File: config.mk
export PLATFORM = sky130hd
export DESIGN_NAME = cgt_regs
export DESIGN_NICKNAME = d
export VERILOG_FILES = /design/src/hw/cgt_pkg.sv /design/src/hw/cgt_checksum.sv /design/src/hw/cgt_regs.sv
export VERILOG_INCLUDE_DIRS = /design/src /design/src/hw
export SDC_FILE = /design/constraint.sdc
export NUM_CORES = 1
export LEC_CHECK = 0
export ABC_AREA = 1
export BUFFER_PORTS_ARGS = -buffer_cell sky130_fd_sc_hd__buf_2
export CAP_MARGIN = 20
export CORE_UTILIZATION = 30
export CTS_BUF_LIST = sky130_fd_sc_hd__clkbuf_4 sky130_fd_sc_hd__clkbuf_8 sky130_fd_sc_hd__clkbuf_16
export DETAILED_ROUTE_END_ITERATION = 8
export GPL_ROUTABILITY_DRIVEN = 0
export RECOVER_POWER = 50
export SYNTH_ARGS = -nofsm -noshare
export SYNTH_HDL_FRONTEND = slang
export SYNTH_HIERARCHICAL = 1
export SYNTH_SLANG_ARGS = --single-unit
File: constraint.sdc
create_clock -name CLK -period 3.21 [get_ports CLK]
set_clock_uncertainty 0.1 [all_clocks]
set_input_delay 0.642 -clock CLK [delete_from_list [all_inputs] [get_ports CLK]]
set_output_delay 0.642 -clock CLK [all_outputs]
set_load 0.03 [all_outputs]
File: src/hw/cgt_defs.svh
// Purpose: Constants for the channel 2 gain trim and map checksum register slice
// Assumes: Registers are reached over APB, one aligned 32-bit word per register
// Notes:   Printed offsets are register indices; byte address is four times the index
//
// Summary of operation
// - Gain trim bits 23:8 live in the full 16-bit register 16h, read/write.
// - Register 16h resets to 8000h, only its top bit set.
// - Gain trim bits 7:0 live in bits 15:8 of register 17h, read/write.
// - Register 17h resets to 0000h; its low byte reads zero, ignores writes.
// - Register 3Eh is a read-only 16-bit map checksum reading 0000h after reset.
`ifndef CGT_DEFS_SVH
`define CGT_DEFS_SVH

// ----------------------------------------------------------------------------
// Register indices and byte addresses
// ----------------------------------------------------------------------------
`define CGT_IDX_TRIM_HIGH   8'h16
`define CGT_IDX_TRIM_LOW    8'h17
`define CGT_IDX_CHECKSUM    8'h3e
`define CGT_IDX_RSVD_LAST   8'h3f
`define CGT_ADDR_W          10
`define CGT_ADDR_LSB        2

// ----------------------------------------------------------------------------
// Reset values and field layout
// ----------------------------------------------------------------------------
`define CGT_RST_TRIM_HIGH   16'h8000
`define CGT_RST_TRIM_LOW    8'h00
`define CGT_RST_CHECKSUM    16'h0000
`define CGT_RST_RSVD_LAST   16'h0000
`define CGT_LOW_FIELD_MSB   15
`define CGT_LOW_FIELD_LSB   8

// ----------------------------------------------------------------------------
// Checksum polynomial and seed
// ----------------------------------------------------------------------------
`define CGT_CRC_POLY        16'h1021
`define CGT_CRC_SEED        16'hffff

`endif

File: src/hw/cgt_pkg.sv
// Purpose: Types shared by the gain trim register slice
// Assumes: Constants come from cgt_defs.svh
// Notes:   Types only, no numbers of their own
`include "cgt_defs.svh"

package cgt_pkg;

    // ------------------------------------------------------------------------
    // APB request as seen by the slave
    // ------------------------------------------------------------------------
    typedef struct packed {
        logic                   sel;
        logic                   enable;
        logic                   write;
        logic [`CGT_ADDR_W-1:0] addr;
        logic [31:0]            wdata;
        logic [3:0]             strb;
    } cgt_apb_req_t;

    // Register map contents that the checksum covers
    typedef struct packed {
        logic [15:0] trim_high;
        logic [7:0]  trim_low;
        logic [15:0] rsvd_last;
    } cgt_map_t;

    // State of the checksum unit
    typedef struct packed {
        logic [15:0] crc;
    } cgt_crc_state_t;

    // State of the register slave
    typedef struct packed {
        logic [15:0] trim_high;
        logic [7:0]  trim_low;
        logic [15:0] rsvd_last;
        logic        pready;
        logic [31:0] prdata;
        logic        pslverr;
        logic        update;
        logic        written;
        logic        settled;
    } cgt_state_t;

endpackage : cgt_pkg

File: src/hw/cgt_checksum.sv
// Purpose: Register map checksum, recomputed whenever the map changes
// Assumes: update is a one-cycle pulse one cycle after a committed write
// Notes:   Holds its reset value until the first update pulse
`timescale 1ns/1ps
`include "cgt_defs.svh"

module cgt_checksum
    import cgt_pkg::*;
(
    input  wire logic        clk,
    input  wire logic        reset_n,
    input  wire logic        update,
    input  wire cgt_map_t    map,
    output logic [15:0]      crc_ff
);

    // ------------------------------------------------------------------------
    // Bitwise CRC over the packed map, MSB first
    // ------------------------------------------------------------------------
    function automatic logic [15:0] crc16(input cgt_map_t m);
        logic [15:0] c;
        logic [$bits(cgt_map_t)-1:0] d;
        c = `CGT_CRC_SEED;
        d = m;
        for (int i = $bits(cgt_map_t) - 1; i >= 0; i--) begin
            if (c[15] ^ d[i]) begin
                c = {c[14:0], 1'b0} ^ `CGT_CRC_POLY;
            end else begin
                c = {c[14:0], 1'b0};
            end
        end
        return c;
    endfunction

    cgt_crc_state_t st_ff;
    cgt_crc_state_t nxt_st;

    // Recompute only on update so a read never sees a half-changed map
    always_comb begin
        nxt_st = st_ff;
        if (update) begin
            nxt_st.crc = crc16(map);
        end
    end

    // Zero until the first update so the reset value reads 0000h
    always_ff @(posedge clk or negedge reset_n) begin
        if (!reset_n) begin
            st_ff.crc <= `CGT_RST_CHECKSUM;
        end else begin
            st_ff <= nxt_st;
        end
    end

    assign crc_ff = st_ff.crc;

endmodule // cgt_checksum

File: src/hw/cgt_regs.sv
// Purpose: APB slave holding channel 2 gain trim, map checksum and last reserved slot
// Assumes: APB master on CLK; one wait state on every transfer
// Notes:   Unmapped addresses answer with PSLVERR and zero read data
`timescale 1ns/1ps
`include "cgt_defs.svh"

module cgt_regs
    import cgt_pkg::*;
(
    input  wire logic                   CLK,
    input  wire logic                   RESET_N,
    input  wire logic                   PSEL,
    input  wire logic                   PENABLE,
    input  wire logic                   PWRITE,
    input  wire logic [`CGT_ADDR_W-1:0] PADDR,
    input  wire logic [31:0]            PWDATA,
    input  wire logic [3:0]             PSTRB,
    output logic                        PREADY,
    output logic [31:0]                 PRDATA,
    output logic                        PSLVERR,
    output logic [23:0]                 GAIN_TRIM,
    output logic [15:0]                 MAP_CHECKSUM
);

    // ------------------------------------------------------------------------
    // Address decode
    // ------------------------------------------------------------------------
    typedef enum logic [2:0] {
        CGT_SEL_HIGH,
        CGT_SEL_LOW,
        CGT_SEL_CRC,
        CGT_SEL_RSVD,
        CGT_SEL_NONE
    } cgt_sel_t;

    // Byte address is four times the index; misaligned falls to none
    function automatic cgt_sel_t decode(input logic [`CGT_ADDR_W-1:0] a);
        cgt_sel_t s;
        s = CGT_SEL_NONE;
        if (a[`CGT_ADDR_LSB-1:0] == 2'h0) begin
            unique case (a[`CGT_ADDR_W-1:`CGT_ADDR_LSB])
                `CGT_IDX_TRIM_HIGH: s = CGT_SEL_HIGH;
                `CGT_IDX_TRIM_LOW:  s = CGT_SEL_LOW;
                `CGT_IDX_CHECKSUM:  s = CGT_SEL_CRC;
                `CGT_IDX_RSVD_LAST: s = CGT_SEL_RSVD;
                default:            s = CGT_SEL_NONE;
            endcase
        end
        return s;
    endfunction

    // Merge a 16-bit register with write data under byte strobes
    function automatic logic [15:0] merge16(input logic [15:0] old,
                                            input logic [31:0] wd,
                                            input logic [3:0]  sb);
        logic [15:0] r;
        r = old;
        if (sb[0]) begin
            r[7:0] = wd[7:0];
        end
        if (sb[1]) begin
            r[15:8] = wd[15:8];
        end
        return r;
    endfunction

    // ------------------------------------------------------------------------
    // State and bus request
    // ------------------------------------------------------------------------
    cgt_state_t   st_ff;
    cgt_state_t   nxt_st;
    cgt_apb_req_t req;
    cgt_map_t     map;
    cgt_sel_t     sel;
    logic [15:0]  crc_ff;
    logic         access;
    logic         commit;

    assign req.sel    = PSEL;
    assign req.enable = PENABLE;
    assign req.write  = PWRITE;
    assign req.addr   = PADDR;
    assign req.wdata  = PWDATA;
    assign req.strb   = PSTRB;

    assign sel    = decode(req.addr);
    assign access = req.sel & req.enable;
    // The master samples PREADY high on this edge, so the write lands here
    assign commit = access & st_ff.pready;

    // Read mux; the low byte of the low trim register is always zero
    function automatic logic [31:0] read_word(input cgt_sel_t s,
                                              input cgt_state_t q,
                                              input logic [15:0] c);
        logic [31:0] r;
        r = 32'h0000_0000;
        unique case (s)
            CGT_SEL_HIGH: r = {16'h0000, q.trim_high};
            CGT_SEL_LOW:  r = {16'h0000, q.trim_low, 8'h00};
            CGT_SEL_CRC:  r = {16'h0000, c};
            CGT_SEL_RSVD: r = {16'h0000, q.rsvd_last};
            CGT_SEL_NONE: r = 32'h0000_0000;
        endcase
        return r;
    endfunction

    // ------------------------------------------------------------------------
    // Next state
    // ------------------------------------------------------------------------
    // One wait state keeps read data and PREADY both registered
    always_comb begin
        nxt_st         = st_ff;
        nxt_st.update  = 1'b0;
        nxt_st.settled = 1'b1;
        nxt_st.pready  = 1'b0;
        nxt_st.pslverr = 1'b0;
        if (access && !st_ff.pready) begin
            nxt_st.pready  = 1'b1;
            nxt_st.pslverr = (sel == CGT_SEL_NONE);
            nxt_st.prdata  = req.write ? 32'h0000_0000 : read_word(sel, st_ff, crc_ff);
        end
        if (commit) begin
            nxt_st.prdata = 32'h0000_0000;
        end
        if (commit && req.write) begin
            unique case (sel)
                CGT_SEL_HIGH: begin
                    nxt_st.trim_high = merge16(st_ff.trim_high, req.wdata, req.strb);
                end
                CGT_SEL_LOW: begin
                    // Only the upper byte is stored; the lower byte drops writes
                    if (req.strb[1]) begin
                        nxt_st.trim_low =
                            req.wdata[`CGT_LOW_FIELD_MSB:`CGT_LOW_FIELD_LSB];
                    end
                end
                CGT_SEL_RSVD: begin
                    // Stored as written; software keeps it at zero
                    nxt_st.rsvd_last = merge16(st_ff.rsvd_last, req.wdata, req.strb);
                end
                CGT_SEL_CRC: begin
                    // Read only: write is acknowledged and dropped
                    nxt_st.rsvd_last = st_ff.rsvd_last;
                end
                CGT_SEL_NONE: begin
                    nxt_st.rsvd_last = st_ff.rsvd_last;
                end
            endcase
            if (sel != CGT_SEL_NONE && sel != CGT_SEL_CRC) begin
                nxt_st.update  = 1'b1;
                nxt_st.written = 1'b1;
            end
        end
    end

    // ------------------------------------------------------------------------
    // State register
    // ------------------------------------------------------------------------
    always_ff @(posedge CLK or negedge RESET_N) begin
        if (!RESET_N) begin
            st_ff.trim_high <= `CGT_RST_TRIM_HIGH;
            st_ff.trim_low  <= `CGT_RST_TRIM_LOW;
            st_ff.rsvd_last <= `CGT_RST_RSVD_LAST;
            st_ff.pready    <= 1'b0;
            st_ff.prdata    <= 32'h0000_0000;
            st_ff.pslverr   <= 1'b0;
            st_ff.update    <= 1'b0;
            st_ff.written   <= 1'b0;
            st_ff.settled   <= 1'b0;
        end else begin
            st_ff <= nxt_st;
        end
    end

    // ------------------------------------------------------------------------
    // Checksum unit
    // ------------------------------------------------------------------------
    // Map is sampled the cycle after the write, when it is stable
    assign map.trim_high = st_ff.trim_high;
    assign map.trim_low  = st_ff.trim_low;
    assign map.rsvd_last = st_ff.rsvd_last;

    cgt_checksum u_checksum (
        .clk     (CLK),
        .reset_n (RESET_N),
        .update  (st_ff.update),
        .map     (map),
        .crc_ff  (crc_ff)
    );

    // ------------------------------------------------------------------------
    // Outputs
    // ------------------------------------------------------------------------
    assign PREADY       = st_ff.pready;
    assign PRDATA       = st_ff.prdata;
    assign PSLVERR      = st_ff.pslverr;
    assign GAIN_TRIM    = {st_ff.trim_high, st_ff.trim_low};
    assign MAP_CHECKSUM = crc_ff;
endmodule // cgt_regs

==> flow_summary.toml, run 1 <==
[run_status]
outcome = "complete, but fails checks"
violations = "max-capacitance violations, max-slew violations"

[detailed_routing]
drtPass1Iterations = 5
drc_errors = 0
num_vias = 5571
via_per_inst = 4.59
antenna_left = 0
wl_um = 17400
first_iter_violations = 428
detail_route.wl_per_cell_um = 14.3

[clock_network]
cts.reportedPaths.clkPinSlew_ns = 0.06
clock-root-buffer = "clkbuf_16"
post_cts_buffers = 0
cts_hold_buffers = 0
cts_max_level = 3
cts-resized-gates = 0
clock_sinks = 75
cts_made_buffers = 9
cts_max_path_buffers = 2
cts_tree = "done"
insertion_delay_ns = 0.35

[worst_setup_path]
critPathLaunch = "GAIN_TRIM[22]"
start_kind = "flop"
crit_top_cell = "nand2_1"
critPathArrivalTime_ns = 3.02
crit_path_end = "u_checksum/crc_ff[14]"
required_ns = 3.34
critPathCaptureType = "flop"
cpMaxStageDelayCell = "dfrtp_1"
critical_path_class = "flop to flop"
critPathMaxStageDelay_ns = 0.65
crit-reg2reg-launch = "GAIN_TRIM[22]"
r2r_slack_ns = 0.32
path_max_fanout = 10
r2r-end = "u_checksum/crc_ff[14]"
worst-r2r-cell-count = 21
path_cells = "nand2_1 > nand2_2 > nand2_1 > nand3_2 > nand2_2 > nand2_1 > nand2_2 > inv_2 > nand2_2 > nand2_4 > nand2_4 > nand2_2 > nand2_2 > nand2_2 > nand2_1 > nand2_1 > nand2_1 > nand2_1 > nand2_1 > nand2_1 > nand2_1"

[floorplanning]
io_pins = 125
start_util_pct = 30.5
die_h_um = 145
die_w_um = 145
rows = 52
die_area_um2 = 21100
core_um2 = 20200

[synthesis]
ys.flop_type = "dfrtp_1"
synth_area_um2 = 6160
ys_seq_elements = 75
async_flop_share_pct = 100
yosysSeqAreaShare_pct = 30.5
synth_cell_types = 32
synth_edf_count = 0
postSynthAreaPerCell_um2 = 6.88
synthCells = 895
yosysWarnings = 6

[power]
cellLeakagePower_nw = 3.59
pwr-share-comb_pct = 8.4
peakVddDrop_mv = 0.197
pwr-share-clk_pct = 49.8
power.switching_uw = 561
p_per_area_nw_per_um2 = 336
p_int_mw = 1.71
swShare_pct = 24.7
seqPwrFrac_pct = 41.8

[sta]
timing_hold_violations_final = 0
rsz0062_at_grt = "no"
fin_crit_ns = 2.89
fin_tns_setup_ns = 0
fin_ws_ns = 0.321
setup_viol = 0
worstMarginPinSlew_ns = 2.38
fmax_mhz = 346
relSlewSlack_pct = -58.9
timing.final.crit_share_pct = 90.0
slew_violations = 45

[final_layout]
layout.nets = 989
syn2layout_area_growth_pct = 9.85
layout.cells.non_filler = 1213
antennaDiodeCount = 0
finalInstanceArea_um2 = 6770
fin_util_pct = 33.5
final_cell_mix = "nand2_1, nand3_1, inv_1, dfrtp_1, buf_2"
layout_commonest_cell = "nand2_1"
drive_above_1_share_pct = 22.2

[placed_design]
dp_cells = 1197
placed_area_um2 = 6480
portBuffers = 90
pre_cts_slack_ns = 0.365
dp_hpwl_um = 13600

[global_routing]
grt-ovfl-total = 0
grt_util_all_layers_pct = 17.1
antenna_found_initial = 0
grt_pass1_vias = 5159
grt_max_degree = 45
grt_pass1_wl_um = 28000

[min_path]
min_path_type = "flop to flop"

[job]
drv_cap = 1
## worst min path at each step
stage	startpoint	depth (start not counted)	to	slack, ns
after floorplan	RESET_N	0	GAIN_TRIM[0]	0.25
after CTS	RESET_N	1	map[11]	0.20
after detailed placement	PRDATA[2]	2	PRDATA[2]	0.36
final	PRDATA[14]	2	PRDATA[14]	0.38
after global placement	PRDATA[2]	2	PRDATA[2]	0.36
after global routing	PRDATA[5]	2	PRDATA[5]	0.41
## synth_stat cells, types with 13 or more instances
library cell | n | area [µm²]
nand2_2 | 47 | 294
nand2_4 | 13 | 146
nor2_1 | 42 | 158
nand4_1 | 24 | 150
nand3_1 | 98 | 490
dfrtp_1 | 74 | 1850
nand3_2 | 24 | 240
xnor2_1 | 13 | 114
buf_4 | 60 | 450
o21ai_1 | 27 | 135
inv_2 | 15 | 56.3
inv_1 | 94 | 353
nand2_1 | 283 | 1060
o21ai_2 | 17 | 149
## final cells by class
cell class / count / area [µm²]
fillers: 2215 / 13400
clock buffers: 11 / 246
clock inverters: 5 / 85.1
inverters: 110 / 415
repair buffers: 96 / 452
well taps: 270 / 338
multi-input cells: 646 / 3350
flip-flops and latches: 75 / 1880
## through the flow
stage	hold WS (ns)	power [mW]
3_3_place_gp	0.359	1.16
2_1_floorplan	0.246	1.11
4_1_cts	0.200	2.31
5_1_grt	0.406	2.36
3_5_place_dp	0.364	1.16
6_report	0.378	2.27
## per-layer routing
metal | part of all wire [%] | track usage (%)
met5 | 0 | 0
met4 | 1.6 | 5.21
met3 | 4.7 | 2.77
met2 | 45 | 26.9
met1 | 48 | 23.9
## state kept, by name, summed over array words and instances, names as in the netlist
signal and flops:
PRDATA 16, st_ff 1, u_checksum/crc_ff 16, PREADY 1, map 16, GAIN_TRIM 24
PSLVERR 1
## cell families (layout without fill, tap and decap cells)
| logic type | count (synthesis) | count (layout) | synth area share [%] |
|---|---|---|---|
| buffers and inverters | 189 | 222 | 16.0 |
| DFF | 75 | 75 | 30.5 |
| AOI/OAI and AO/OA | 61 | 61 | 6.24 |
| and+or+nand+nor | 545 | 545 | 43.8 |
| xor gates and xnor gates | 24 | 24 | 3.41 |
| other | 1 | 16 | 0.0609 |
## power groups by stage
stage          clock network, mW  logic [mW]  registers, mW
2_1_floorplan                  0       0.137          0.971
3_3_place_gp                   0       0.193          0.968
3_5_place_dp                   0       0.194          0.968
4_1_cts                     1.16       0.195          0.950
5_1_grt                     1.20       0.214          0.950
6_report                    1.13       0.191          0.950
## worst max-delay path, delay by kind of cell (launching register included)
family / cells / cell delay (ns)
buffers and inverters: 1 / 0.11
flip-flops: 1 / 0.65
AND/OR/NAND/NOR: 20 / 1.91
(Power assumes the default switching activity.)
==> run 2: changes to the inputs <==
- PLACE_DENSITY: default -> 0.46
- SETUP_SLACK_MARGIN: default -> 0.3
==> run 2 against run 1 <==
Against the previous run:
- sequential share of layout area decreased by 0.35 points
- the run ends with design-rule violations left
- sequential power about the same
- critical path type unchanged
- fmax increased by 4.1%
- final cell count increased by 0.66%
- die area unchanged
- critical path depth decreased by 1
- via count decreased by 1.6%
==> flow_summary.toml, run 2 (synthesized netlist as in run 1, its figures left out) <==
[run_status]
outcome = "complete, but fails checks"
violations = "design-rule violations"

[worst_setup_path]
r2r-end = "u_checksum/crc_ff[13]"
critPathCaptureType = "flop"
cpMaxStageDelayCell = "dfstp_2"
start_kind = "flop"
r2r_slack_ns = 0.44
critical_path_class = "flop to flop"
path_cells = "buf_12 > buf_4 > xnor2_1 > nand2_2 > nand2_2 > nand2_4 > nand2_4 > nand2_2 > nand3_1 > nand2_1 > inv_1 > nand3_1 > nand2_4 > nand2_1 > nand2_2 > nand3_1 > nand2_2 > nand2_1 > nand2_1 > nand2_1"
path_max_fanout = 5
required_ns = 3.35
critPathMaxStageDelay_ns = 0.56
critPathArrivalTime_ns = 2.92
worst-r2r-cell-count = 20
crit-reg2reg-launch = "GAIN_TRIM[23]"

[clock_network]
cts_max_path_buffers = 2
cts_hold_buffers = 0
clock_sinks = 75
clock-root-buffer = "clkbuf_16"
cts_tree = "done"
cts.reportedPaths.clkPinSlew_ns = 0.06
cts_max_level = 3
insertion_delay_ns = 0.35
cts_made_buffers = 9

[final_layout]
drive_above_1_share_pct = 23.6
layout_commonest_cell = "nand2_1"
fin_util_pct = 34.1
layout.nets = 997
final_cell_mix = "nand2_1, nand3_1, inv_1, dfrtp_1, buf_2"
layout.cells.non_filler = 1221
largest_reg_flops = 24
antennaDiodeCount = 0
syn2layout_area_growth_pct = 11.6
finalInstanceArea_um2 = 6870

[placed_design]
placed_area_um2 = 6500
dp_cells = 1200
dp_hpwl_um = 14300
pre_cts_slack_ns = 0.356
portBuffers = 90

[floorplanning]
die_w_um = 145
start_util_pct = 30.5
die_area_um2 = 21100
die_h_um = 145
io_pins = 125
rows = 52
core_um2 = 20200

[detailed_routing]
num_vias = 5482
wl_um = 18500
drc_errors = 1
antenna_left = 0
first_iter_violations = 395
via_per_inst = 4.49
drtPass1Iterations = 8
detail_route.wl_per_cell_um = 15.2

[power]
report.power.total_mw = 2.18
swShare_pct = 26.8
power.switching_uw = 586
p_int_mw = 1.60
pwr-share-comb_pct = 9.0
pwr-share-clk_pct = 47.5
seqPwrFrac_pct = 43.5
cellLeakagePower_nw = 3.62
p_per_area_nw_per_um2 = 318
peakVddDrop_mv = 0.228

[global_routing]
grt_util_all_layers_pct = 17.8
grt_pass1_wl_um = 28600
grt_pass1_vias = 4955
grt-ovfl-total = 0
antenna_found_initial = 0
grt_max_degree = 76

[sta]
timing_hold_violations_final = 0
fin_ws_ns = 0.436
hold_ws_ns = 0.372
timing.final.crit_share_pct = 86.4
setup_viol = 0
worstMarginPinSlew_ns = 1.09
fin_tns_setup_ns = 0
rsz0062_at_grt = "yes"
relSlewSlack_pct = 27.4
slew_violations = 0
fmax_mhz = 360
fin_crit_ns = 2.77

[min_path]
min_path_type = "input pin to async pin"

[job]
drv_cap = 0
-- run 2: power by group through the flow --
stage | combinational [mW] | clock [mW] | sequential [mW]
final | 0.196 | 1.04 | 0.950
after global routing | 0.219 | 1.11 | 0.950
after CTS | 0.195 | 1.07 | 0.950
after detailed placement | 0.195 | 0 | 0.968
after global placement | 0.195 | 0 | 0.968
after floorplan | 0.137 | 0 | 0.971
-- run 2: cell type report --
type / count / area, µm²
clock inverter: 7 / 68.8
tap: 270 / 338
timing repair buffer: 104 / 547
sequential: 75 / 1880
fill: 2287 / 13300
clock buffer: 9 / 225
multi-input combinational: 646 / 3390
inverter: 110 / 415
-- run 2: worst max path at each step --
stage	from	endpoint	depth (start not counted)
finish	GAIN_TRIM[23]	u_checksum/crc_ff[13]	20
CTS	GAIN_TRIM[22]	u_checksum/crc_ff[14]	21
detailed placement	GAIN_TRIM[22]	u_checksum/crc_ff[14]	21
global route	GAIN_TRIM[23]	u_checksum/crc_ff[15]	18
floorplan	GAIN_TRIM[23]	u_checksum/crc_ff[5]	22
global placement	GAIN_TRIM[23]	u_checksum/crc_ff[5]	21
-- run 2: repair_timing --
| action | CTS | global route |
|---|---|---|
| setup endpoints to repair | 0 | 11 |
| setup buffers | 0 | 4 |
| resized for setup | 0 | 12 |
-- run 2: routing by layer --
layer	wire length (µm)	global-route usage, %	part of all wire, %	up-vias
li1	-	-	-	2854
met1	9300	25.9	50	2480
met2	8030	26.7	43	135
met3	941	3.43	5.1	13
met4	233	4.79	1.3	0
met5	0	0	0	-
-- run 2: critical path: cells and delay by family, from the launching register on --
kind                   cells  cell delay, ns
buffers and inverters      3            0.32
flip-flops                 1            0.56
AND/OR/NAND/NOR           16            1.54
XOR/XNOR                   1            0.13
==> run 3: changes to the inputs <==
- clock period: 3.21 -> 2.8 ns (I/O delays scaled with it)
==> run 3 against run 2 <==
Against the previous run:
- register-to-register slack lost 0.36 ns
- total power grew 24%
- the run ends with design-rule violations, max-capacitance violations, max-slew violations left
- critical endpoint is now u_checksum/crc_ff[5]
- sequential share of layout area shrank 3.3 points
- largest power group unchanged
==> flow_summary.toml, run 3 (synthesized netlist as in run 1, its figures left out) <==
[run_status]
outcome = "complete, but fails checks"
violations = "design-rule violations, max-capacitance violations, max-slew violations"

[floorplanning]
core_um2 = 20200
die_w_um = 145
start_util_pct = 30.5
die_area_um2 = 21100
io_pins = 125
die_h_um = 145
rows = 52

[detailed_routing]
wl_um = 19100
antenna_left = 0
drtPass1Iterations = 7
first_iter_violations = 292
detail_route.wl_per_cell_um = 15.3
via_per_inst = 4.50
num_vias = 5632
drc_errors = 2

[final_layout]
filler_cell_count = 2192
largest_reg_flops = 24
layout_commonest_cell = "nand2_1"
ff_latch_area_um2 = 1880
syn2layout_area_growth_pct = 26.7
drive_above_1_share_pct = 34.3
layout.cells.non_filler = 1251
final_cell_mix = "nand2_1, inv_1, nand3_1, dfrtp_1, buf_2"
layout.nets = 1026
multi_input_area_um2 = 4040

[clock_network]
insertion_delay_ns = 0.36
clock-root-buffer = "clkbuf_16"
cts_made_buffers = 9
cts_tree = "done"
cts.reportedPaths.clkPinSlew_ns = 0.06
cts_max_level = 3
clock_sinks = 75
cts_max_path_buffers = 2

[sta]
worstMarginPinSlew_ns = 2.08
timing_hold_violations_final = 0
timing.final.crit_share_pct = 97.2
relSlewSlack_pct = -38.6
rsz0062_at_grt = "yes"
fmax_mhz = 367
setup_viol = 0
hold_ws_ns = 0.372
slew_violations = 36
fin_crit_ns = 2.72

[worst_setup_path]
path_max_fanout = 7
critical_path_class = "flop to flop"
critPathArrivalTime_ns = 2.87
start_kind = "flop"
required_ns = 2.95
critPathCaptureType = "flop"

[min_path]
min_path_type = "input pin to flop"

[placed_design]
portBuffers = 90
dp_hpwl_um = 14800
dp_cells = 1215

[power]
p_per_area_nw_per_um2 = 348
cellLeakagePower_nw = 4.03
peakVddDrop_mv = 0.279

[job]
drv_cap = 1

[global_routing]
grt.met1_usage_pct = 26.3
grt_pass1_vias = 5363
grt.busiest_layer = "met2"
grt_util_all_layers_pct = 18.6
grt_pass1_wl_um = 29900
antenna_found_initial = 0
grt-ovfl-total = 0
grt_max_degree = 41
grt_use_met3_pct = 3.30
use_met2_pct = 28.8
==> run 3: repair_timing <==
action                                  CTS  global route
endpoints found under the setup margin   16            16
pin swaps                                23            51
hold buffers                              0             0
resized for setup                        69            93
buffers inserted                         14             5
==> run 3: layout make-up <==
class                           instances  area share [%]
Inverter                              110            5.39
Multi-Input combinational cell        646            51.7
Tap cell                              270            4.33
Antenna cell                            1          0.0321
Sequential cell                        75            24.1
Timing Repair Buffer                  133            10.1
Clock buffer                           13            3.51
Clock inverter                          3           0.882
==> run 3: path summary, 6_finish.rpt <==
check,from,endpoint,cells after the start,slack [ns]
max,GAIN_TRIM[23],u_checksum/crc_ff[5],21,0.08
min,PWDATA[3],map[3],3,0.37
max reg2reg,GAIN_TRIM[23],u_checksum/crc_ff[5],21,0.08
min reg2reg,PRDATA[2],PRDATA[2],2,0.38
max in group asynchronous,RESET_N,GAIN_TRIM[19],1,0.70
min in group asynchronous,RESET_N,u_checksum/crc_ff[2],1,0.70
==> run 3: stage by stage <==
step	TNS (ns)	util (%)	instance area (µm²)	power, mW	worst slack [ns]
detailed placement	0	32.9	6630	1.34	0.0343
global route	-0.386	38.7	7800	2.82	-0.0563
CTS	0	36.7	7390	2.72	0.140
global placement	0	32.9	6630	1.34	0.0700
floorplan	0	-	6210	1.27	0.375
finish	0	38.7	7800	2.72	0.0777
==> run 3: critical path, stage by stage (launching register included) <==
cell and delay, ns:
dfstp_2 0.67, clkinv_4 0.16, nand2_2 0.09, nand2_2 0.08, nand2_4 0.10, nand2_4 0.08
nand2_8 0.12, nand2_8 0.07, nand2_2 0.09, nand2_4 0.07, nand3_1 0.14, nand2_4 0.09
inv_2 0.07, nand3_4 0.08, nand2_4 0.10, nand2_4 0.06, nand2_4 0.09, nand2_4 0.06
nand2_4 0.08, nand2_4 0.06, nand2_2 0.08, o21ai_2 0.05
==> run 3: per-layer routing <==
metal  part of all wire (%)  vias to the layer above
li1                       -                     2922
met1                     50                     2564
met2                     45                      124
met3                    3.5                       22
met4                    2.0                        0
met5                      0                        -
==> run 3: power breakdown <==
group	switching, mW	total [mW]	internal [mW]	leakage [nW]
Sequential	0.00257	1.09	1.09	1.04
Clock	0.488	1.36	0.867	0.170
Combinational	0.189	0.274	0.0858	2.82
Total	0.679	2.72	2.04	4.03
